==> config.mk <==
export PLATFORM = sky130hd
export DESIGN_NAME = dcce_top
export DESIGN_NICKNAME = d
export VERILOG_FILES = /design/src/dcce_pkg.sv /design/src/dcce_port_match.sv /design/src/dcce_counter.sv /design/src/dcce_top.sv
export SDC_FILE = /design/constraint.sdc
export NUM_CORES = 1
export LEC_CHECK = 0
export ABC_CLOCK_PERIOD_IN_PS = 2900
export BUFFER_PORTS_ARGS = -buffer_cell sky130_fd_sc_hd__buf_4
export CAP_MARGIN = 15
export CORE_MARGIN = 10
export CORE_UTILIZATION = 50
export CTS_CLUSTER_DIAMETER = 30
export CTS_CLUSTER_SIZE = 40
export DETAILED_ROUTE_END_ITERATION = 16
export GPL_TIMING_DRIVEN = 0
export PLACE_DENSITY = 0.77
export SYNTH_ARGS = -nofsm -noshare
export SYNTH_HDL_FRONTEND = slang
export SYNTH_SLANG_ARGS = --single-unit
==> constraint.sdc <==
create_clock -name ref_clk -period 2.9 [get_ports ref_clk]
set_clock_uncertainty 0.15 [all_clocks]
set_input_delay 0 -clock ref_clk [delete_from_list [all_inputs] [get_ports ref_clk]]
set_output_delay 0 -clock ref_clk [all_outputs]
set_load 0.01 [all_outputs]
==> src/dcce_pkg.sv <==
package dcce_pkg;
	localparam logic [11:0] HT_ENABLE_IDX = 12'h024;
	localparam logic [11:0] HEC_ENABLE_IDX = 12'h026;
	localparam logic [11:0] MEM_ENABLE_IDX = 12'h028;
	localparam logic [11:0] HT_ENABLE_ADDR = HT_ENABLE_IDX << 2;
	localparam logic [11:0] HEC_ENABLE_ADDR = HEC_ENABLE_IDX << 2;
	localparam logic [11:0] MEM_ENABLE_ADDR = MEM_ENABLE_IDX << 2;
	localparam logic [11:0] HT_COUNT_ADDR = 12'h100;
	localparam logic [11:0] HEC_COUNT_ADDR = 12'h104;
	localparam logic [11:0] MEM_COUNT_ADDR = 12'h108;
	localparam logic [11:0] MODE_ADDR = 12'h10c;
	localparam int unsigned EN_BIT = 7;
	localparam int unsigned CLEAR_BIT = 6;
	localparam int unsigned PORT_LSB = 0;
	localparam int unsigned PORT_W = 5;
	localparam int unsigned CTRL_SHORT_BIT = 15;
	localparam int unsigned BUF_SHORT_BIT = 14;
	localparam int unsigned PASS_BIT = 0;
	localparam logic [15:0] REG_RST = 16'h0000;
	localparam logic [15:0] SEL_WMASK = 16'h00df;
	localparam logic [15:0] MEM_WMASK = 16'hc0c0;
	localparam logic [15:0] MODE_WMASK = 16'h0001;
	localparam logic [4:0] PORT_LAST = 5'h1d;
	localparam logic [4:0] PORT_RSVD = 5'h1e;
	localparam logic [4:0] PORT_ALL = 5'h1f;
	typedef enum logic [1:0] {
		DCCE_IDLE = 2'b00,
		DCCE_ACK = 2'b01
	} dcce_apb_e;
endpackage

==> src/dcce_port_match.sv <==
`timescale 1ns/1ps
module dcce_port_match (
	input wire logic [4:0] portSel,
	input wire logic [4:0] cellPort,
	input wire logic allOnly,
	output logic matchOut
);
	// Causes flagged allOnly are counted only by the all-ports selector.
	always_comb
	begin
		matchOut = 1'b0;
		if (portSel == dcce_pkg::PORT_ALL)
			matchOut = 1'b1;
		else if (portSel <= dcce_pkg::PORT_LAST)
			matchOut = (portSel == cellPort) && !allOnly;
	end
endmodule // dcce_port_match

==> src/dcce_counter.sv <==
`timescale 1ns/1ps
module dcce_counter #(
	parameter int unsigned CNT_W = 32
) (
	input wire logic ref_clk,
	input wire logic rst_n,
	input wire logic enable,
	input wire logic clear,
	input wire logic hit,
	output logic [CNT_W-1:0] count
);
	typedef struct packed {
		logic [CNT_W-1:0] count;
	} dcce_cnt_s;
	dcce_cnt_s cnt_r;
	dcce_cnt_s cnt_nxt;

	// Clear comes first, so an event in the clearing cycle leaves one if enable is high, zero if it is low.
	always_comb
	begin
		cnt_nxt = cnt_r;
		if (clear)
			cnt_nxt.count = '0;
		if (enable && hit)
			cnt_nxt.count = cnt_nxt.count + 1'b1;
	end

	always_ff @(posedge ref_clk or negedge rst_n)
	begin
		if (!rst_n)
			cnt_r <= '0;
		else
			cnt_r <= cnt_nxt;
	end

	assign count = cnt_r.count;
endmodule // dcce_counter

==> src/dcce_top.sv <==
// The APB slave port was chosen for this implementation.
`timescale 1ns/1ps
module dcce_top #(
	parameter int unsigned ADDR_W = 12,
	parameter int unsigned CNT_W = 32
) (
	input wire logic ref_clk,
	input wire logic rst_n,
	input wire logic psel,
	input wire logic penable,
	input wire logic pwrite,
	input wire logic [ADDR_W-1:0] paddr,
	input wire logic [31:0] pwdata,
	output logic [31:0] prdata,
	output logic pready,
	output logic pslverr,
	input wire logic htDiscard,
	input wire logic [4:0] htPort,
	input wire logic invalidInputPortCause,
	input wire logic inputMismatchCause,
	input wire logic hecCrcDiscard,
	input wire logic hecCell,
	input wire logic [4:0] hecPort,
	input wire logic controlAreaShortDiscard,
	input wire logic cellBufferShortDiscard,
	output logic [CNT_W-1:0] hdrXlatErrDiscardCounter,
	output logic [CNT_W-1:0] hecCrcErrDiscardCounter,
	output logic [CNT_W-1:0] memShortDiscardCounter
);
	typedef struct packed {
		dcce_pkg::dcce_apb_e apbState;
		logic ready;
		logic slvErr;
		logic [31:0] rdata;
		logic [15:0] hdrXlatErrCountEnable;
		logic [15:0] hecCrcErrCountEnable;
		logic [15:0] memShortCountEnable;
		logic [15:0] firstModeRegister;
	} dcce_top_s;
	dcce_top_s st_r;
	dcce_top_s st_nxt;

	logic [11:0] addr;
	logic accessOk;
	logic wrDone;
	logic mapped;
	logic [31:0] readMux;
	logic htMatch;
	logic hecMatch;
	logic htHit;
	logic hecHit;
	logic memHit;
	logic htClear;
	logic hecClear;
	logic memClear;
	logic htEnable;
	logic hecEnable;
	logic memEnable;
	logic headerErrorPass;
	logic [4:0] htSel;
	logic [4:0] hecSel;

	function automatic logic dcceIsClearWrite(input logic [31:0] data);
		return data[dcce_pkg::EN_BIT] && data[dcce_pkg::CLEAR_BIT];
	endfunction

	function automatic logic [31:0] dcceWord(input logic [15:0] value);
		return {16'h0000, value};
	endfunction

	assign addr = 12'(paddr);
	assign accessOk = psel && penable;
	assign wrDone = (st_r.apbState == dcce_pkg::DCCE_ACK) && accessOk && pwrite;

	always_comb
	begin
		mapped = 1'b1;
		readMux = 32'h0000_0000;
		case (addr)
			dcce_pkg::HT_ENABLE_ADDR: readMux = dcceWord(st_r.hdrXlatErrCountEnable);
			dcce_pkg::HEC_ENABLE_ADDR: readMux = dcceWord(st_r.hecCrcErrCountEnable);
			dcce_pkg::MEM_ENABLE_ADDR: readMux = dcceWord(st_r.memShortCountEnable);
			dcce_pkg::MODE_ADDR: readMux = dcceWord(st_r.firstModeRegister);
			dcce_pkg::HT_COUNT_ADDR: readMux = 32'(hdrXlatErrDiscardCounter);
			dcce_pkg::HEC_COUNT_ADDR: readMux = 32'(hecCrcErrDiscardCounter);
			dcce_pkg::MEM_COUNT_ADDR: readMux = 32'(memShortDiscardCounter);
			default: mapped = 1'b0;
		endcase
		if (ADDR_W > 12 && (paddr >> 12) != '0)
			mapped = 1'b0;
	end

	// Software only reaches 11 after parking EN at 0, so the clear is
	// taken on the write that lands 11 and the count restarts from zero.
	assign htClear = wrDone && addr == dcce_pkg::HT_ENABLE_ADDR && dcceIsClearWrite(pwdata);
	assign hecClear = wrDone && addr == dcce_pkg::HEC_ENABLE_ADDR && dcceIsClearWrite(pwdata);
	assign memClear = wrDone && addr == dcce_pkg::MEM_ENABLE_ADDR && dcceIsClearWrite(pwdata);

	always_comb
	begin
		st_nxt = st_r;
		st_nxt.ready = 1'b0;
		case (st_r.apbState)
			dcce_pkg::DCCE_IDLE:
			begin
				if (accessOk)
				begin
					st_nxt.apbState = dcce_pkg::DCCE_ACK;
					st_nxt.ready = 1'b1;
					st_nxt.slvErr = !mapped;
					st_nxt.rdata = pwrite ? 32'h0000_0000 : readMux;
				end
			end
			dcce_pkg::DCCE_ACK:
			begin
				st_nxt.apbState = dcce_pkg::DCCE_IDLE;
				st_nxt.slvErr = 1'b0;
				if (wrDone)
				begin
					case (addr)
						dcce_pkg::HT_ENABLE_ADDR:
							st_nxt.hdrXlatErrCountEnable = pwdata[15:0] & dcce_pkg::SEL_WMASK;
						dcce_pkg::HEC_ENABLE_ADDR:
							st_nxt.hecCrcErrCountEnable = pwdata[15:0] & dcce_pkg::SEL_WMASK;
						dcce_pkg::MEM_ENABLE_ADDR:
							st_nxt.memShortCountEnable = pwdata[15:0] & dcce_pkg::MEM_WMASK;
						dcce_pkg::MODE_ADDR:
							st_nxt.firstModeRegister = pwdata[15:0] & dcce_pkg::MODE_WMASK;
						default:
							st_nxt.firstModeRegister = st_r.firstModeRegister;
					endcase
				end
			end
			default:
			begin
				st_nxt.apbState = dcce_pkg::DCCE_IDLE;
			end
		endcase
	end

	always_ff @(posedge ref_clk or negedge rst_n)
	begin
		if (!rst_n)
		begin
			st_r.apbState <= dcce_pkg::DCCE_IDLE;
			st_r.ready <= 1'b0;
			st_r.slvErr <= 1'b0;
			st_r.rdata <= 32'h0000_0000;
			st_r.hdrXlatErrCountEnable <= dcce_pkg::REG_RST;
			st_r.hecCrcErrCountEnable <= dcce_pkg::REG_RST;
			st_r.memShortCountEnable <= dcce_pkg::REG_RST;
			st_r.firstModeRegister <= dcce_pkg::REG_RST;
		end
		else
		begin
			st_r <= st_nxt;
		end
	end

	assign prdata = st_r.rdata;
	assign pready = st_r.ready;
	assign pslverr = st_r.slvErr;

	assign htEnable = st_r.hdrXlatErrCountEnable[dcce_pkg::EN_BIT];
	assign hecEnable = st_r.hecCrcErrCountEnable[dcce_pkg::EN_BIT];
	assign memEnable = st_r.memShortCountEnable[dcce_pkg::EN_BIT];
	assign headerErrorPass = st_r.firstModeRegister[dcce_pkg::PASS_BIT];
	assign htSel = st_r.hdrXlatErrCountEnable[dcce_pkg::PORT_LSB +: dcce_pkg::PORT_W];
	assign hecSel = st_r.hecCrcErrCountEnable[dcce_pkg::PORT_LSB +: dcce_pkg::PORT_W];

	dcce_port_match u_htMatch (
		.portSel(htSel),
		.cellPort(htPort),
		.allOnly(invalidInputPortCause || inputMismatchCause),
		.matchOut(htMatch)
	);

	dcce_port_match u_hecMatch (
		.portSel(hecSel),
		.cellPort(hecPort),
		.allOnly(1'b0),
		.matchOut(hecMatch)
	);

	// A passed HEC-error cell is forwarded, so it is no discard at all.
	assign htHit = htDiscard && htMatch;
	assign hecHit = hecCrcDiscard && hecMatch && !(hecCell && headerErrorPass);
	assign memHit = (controlAreaShortDiscard
		&& st_r.memShortCountEnable[dcce_pkg::CTRL_SHORT_BIT])
		|| (cellBufferShortDiscard && st_r.memShortCountEnable[dcce_pkg::BUF_SHORT_BIT]);

	dcce_counter #(
		.CNT_W(CNT_W)
	) u_htCount (
		.ref_clk(ref_clk),
		.rst_n(rst_n),
		.enable(htEnable),
		.clear(htClear),
		.hit(htHit),
		.count(hdrXlatErrDiscardCounter)
	);

	dcce_counter #(
		.CNT_W(CNT_W)
	) u_hecCount (
		.ref_clk(ref_clk),
		.rst_n(rst_n),
		.enable(hecEnable),
		.clear(hecClear),
		.hit(hecHit),
		.count(hecCrcErrDiscardCounter)
	);

	dcce_counter #(
		.CNT_W(CNT_W)
	) u_memCount (
		.ref_clk(ref_clk),
		.rst_n(rst_n),
		.enable(memEnable),
		.clear(memClear),
		.hit(memHit),
		.count(memShortDiscardCounter)
	);
endmodule // dcce_top

==> flow_summary.rst <==
.. list-table::
   :header-rows: 1

   * - Metric
     - Value
   * - Status
     - completed
   * - Cell Count Post-Placement
     - 1,360
   * - Clock power frac
     - 51.5%
   * - Net Sw Frac
     - 22.4%
   * - Combinational share of power
     - 4.2%
   * - Width of the chip
     - 153 µm
   * - Number of buffers on the longest clock path
     - 2
   * - Max-capacitance violation count
     - 0
   * - Vias per inst
     - 6.16
   * - Final period utilization
     - 98.8%
   * - CP Data Required Time
     - 3.07 ns
   * - Max Slew Vio Count
     - 0
   * - Routability-driven placement congestion ratio
     - 0.959
   * - Number of placed I/O pins
     - 196
   * - Fraction of power consumed by sequential logic
     - 44.3%
   * - Most frequent cells in the layout
     - buf_4 (209), dfrtp_1 (150), nand2_1 (118)
   * - DRC violations left
     - 0
   * - Number of clock sinks
     - 150
   * - Area of the mapped netlist
     - 8840 µm²
   * - Synth Warn #
     - 0
   * - DP Wirelength
     - 22.5 mm
   * - Hold Crit Start
     - paddr[10]
   * - Filler Cell Count
     - 1,429
   * - Worst flop-to-flop path startpoint
     - st_r[98]
   * - Cell taking the most area after synthesis
     - dfrtp_1
   * - Die footprint
     - 23,400 µm²
   * - Endpoint of the most critical register-to-register path
     - u_memCount.count[16]
   * - Number of unique standard cell types used by synthesis
     - 62
   * - Placeable core region
     - 17,300 µm²
   * - Global-route wire length before repair
     - 46.9 mm
   * - Final WL
     - 30.2 mm
   * - Relative max-transition margin
     - 37.7%
   * - Antenna cells
     - 0
   * - Initial core utilization
     - 51.1%
   * - Leading cell type in the layout, fill and taps excluded
     - buf_4
   * - Die height
     - 153 µm
   * - Standard-cell rows
     - 48
   * - 1st-iter DRT viols
     - 684
   * - Leading post-synthesis cells by cell area
     - dfrtp_1 (42%), mux2i_1 (6.8%), nand2_1 (5.1%), a21oi_1 (3.6%), mux2_2 (3.3%)
   * - Peak VDD IR
     - 0.424 mV
   * - Hold violation total from the final report
     - 0
   * - Via count of the first global-routing pass
     - 8,478
   * - Switching power
     - 1.06 mW
   * - Peak fanout along the critical path
     - 6
   * - Dpl ws
     - -0.872 ns
   * - Final nets
     - 1,248
   * - Post-Syn Instances
     - 963
   * - DR vias
     - 8,728
   * - Final setup violating endpoints
     - 0
   * - Worst-skew pair later-pin latency
     - 0.43 ns
   * - Setup slack of the most critical reg-to-reg path
     - 0.04 ns
   * - Number of flops mapped to enable cells by yosys
     - 0
   * - Nets in the synthesized netlist
     - 1,032
   * - Antenna Nets Post-Route
     - 0
   * - Sum of negative setup slack
     - 0 ns
   * - Pwr Total
     - 4.73 mW
   * - Power per standard cell area
     - 411 nW/µm²
   * - Largest net degree at the start of global routing
     - 87
   * - Destination of the worst hold path
     - prdata[6]
   * - Nature of the critical path endpoint
     - flip-flop
   * - Total routing usage reported by global routing
     - 24.7%
   * - Setup repair after global routing missed its margin
     - true
   * - Synthesized area per cell
     - 9.18 µm²
   * - Worst hold margin
     - 0.0240 ns
   * - Time the worst path needs with I/O delays and setup
     - 2.86 ns
   * - Number of stages on the worst hold path
     - 6
   * - Most used flip-flop cell after synthesis
     - dfrtp_1
   * - Sum of overflow across all layers after global routing
     - 0
   * - Worst hold path type
     - in -> reg
   * - Avg WL per Cell
     - 21.3 µm
   * - Cts bufs inserted
     - 17
   * - Area Overhead vs Synth
     - 30.4%
   * - Count of cells along the worst register-to-register path
     - 11
   * - Critical path class
     - reg -> reg
   * - Number of antenna violations at the first check in global routing
     - 0
   * - H-tree level count
     - 4
   * - Clock slew at the register clock pins of the worst setup and hold paths
     - 0.06 ns
   * - Crit path launch type
     - flip-flop
   * - Final setup slack of the worst path
     - 0.0354 ns
   * - DRT Pass-1 Iters
     - 5
   * - Leakage power
     - 5.15 nW
   * - Worst slew pin tran
     - 0.927 ns
   * - Fraction of final layout cells sized beyond drive strength 1
     - 27.1%
   * - Maximum frequency from static timing analysis
     - 349 MHz
   * - Top cell type's share of synthesized area
     - 42.4%
   * - Share of synthesized area occupied by flip-flops and latches
     - 42.4%
   * - Yosys reg bits
     - 150
   * - Buffers added on ports
     - 171
   * - Number of cells in the finished layout apart from fillers
     - 1,417
   * - Worst endpoint data arrival time
     - 3.03 ns
   * - Clock Root Buffer
     - clkbuf_16
   * - Internal Power
     - 3.67 mW
   * - TritonCTS clock tree
     - done
   * - Share of flip-flops with an asynchronous set or reset after synthesis
     - 100%
worst max path at each step:
| stage | from | end | slack, ns | cells after the start |
|---|---|---|---|---|
| 2_1_floorplan | st_r[98] | u_memCount.count[26] | 0.03 | 11 |
| 3_3_place_gp | st_r[98] | u_memCount.count[16] | -0.75 | 11 |
| 3_5_place_dp | st_r[98] | u_memCount.count[16] | -0.87 | 11 |
| 4_1_cts | st_r[98] | u_memCount.count[28] | 0.0006 | 12 |
| 5_1_grt | st_r[98] | u_htCount.count[30] | -0.03 | 11 |
| 6_report | st_r[98] | u_memCount.count[16] | 0.04 | 11 |
cell families (layout without fill, tap and decap cells):
kind of cell	after synthesis	count (layout)	synth area share [%]
mux	87	87	10.4
buf+inv	103	332	6.01
compound gates	194	194	14.0
simple gates	394	394	23.6
fa+ha+maj	3	3	0.424
xor+xnor	32	32	3.17
flops	150	150	42.4
sequential cells by signal, summed over array words and instances (netlist names):
name / count
headerErrorPass: 1
hecEnable: 1
hecSel: 5
htEnable: 1
htSel: 5
memEnable: 1
prdata: 32
pready: 1
pslverr: 1
st_r: 6
u_hecCount.count: 32
u_htCount.count: 32
u_memCount.count: 32
per-layer routing:
metal,GRT usage (%),part of all wire (%),vias up
li1,-,-,3939
met1,31.2,40,4281
met2,40.2,48,436
met3,5.92,8.7,72
met4,8.99,3.0,0
met5,0,0,-
area by class of cell:
class	instances	area, µm²	area share, %
clock buffers	19	453	3.93
inverters	14	52.6	0.456
plain buffers	89	499	4.33
flip-flops and latches	150	3750	32.6
multi-input cells	710	4750	41.2
repair buffers	197	1550	13.4
well taps	225	282	2.44
clock inverters	13	193	1.67
stage by stage:
| step | util, % | area, µm² |
|---|---|---|
| 2_1_floorplan | - | 8840 |
| 4_1_cts | 65.8 | 11400 |
| 6_report | 66.7 | 11500 |
| 5_1_grt | 66.7 | 11500 |
| 3_5_place_dp | 60.4 | 10400 |
| 3_3_place_gp | 60.2 | 10400 |
cell usage after synthesis, types with 26 or more instances:
cell and n:
a21oi_1 63, buf_4 32, clkbuf_1 39, dfrtp_1 150
mux2_2 26, mux2i_1 60, nand2_1 120, nand2b_1 32
nand3_1 37, nand4_1 26, nor2_1 47, o21ai_0 47
power groups by stage:
stage | clock network, mW | logic, mW | registers [mW]
3_5_place_dp | 0 | 0.176 | 2.14
5_1_grt | 2.53 | 0.217 | 2.10
4_1_cts | 2.44 | 0.198 | 2.10
3_3_place_gp | 0 | 0.169 | 2.14
2_1_floorplan | 0 | 0.0525 | 2.14
6_report | 2.44 | 0.199 | 2.10
worst max-delay path: stages, from the launching register on:
cell      delay [ns]
dfrtp_1         0.42
and4_4          0.21
and3_4          0.18
nand2_4         0.07
buf_8           0.09
and2_4          0.16
ha_4            0.13
and3_4          0.18
nand4_1         0.14
a211oi_2        0.66
nand4_1         0.22
mux2i_1         0.16
what timing repair did:
| action | in CTS | in global routing |
|---|---|---|
| resized for setup | 23 | 25 |
| hold buffers | 18 | 0 |
| endpoints found under the setup margin | 23 | 38 |
| buffers inserted | 5 | 3 |
| hold endpoints to repair | 108 | 0 |
| pin swaps | 3 | 7 |
Note: power is estimated with default switching activity, not from simulation.
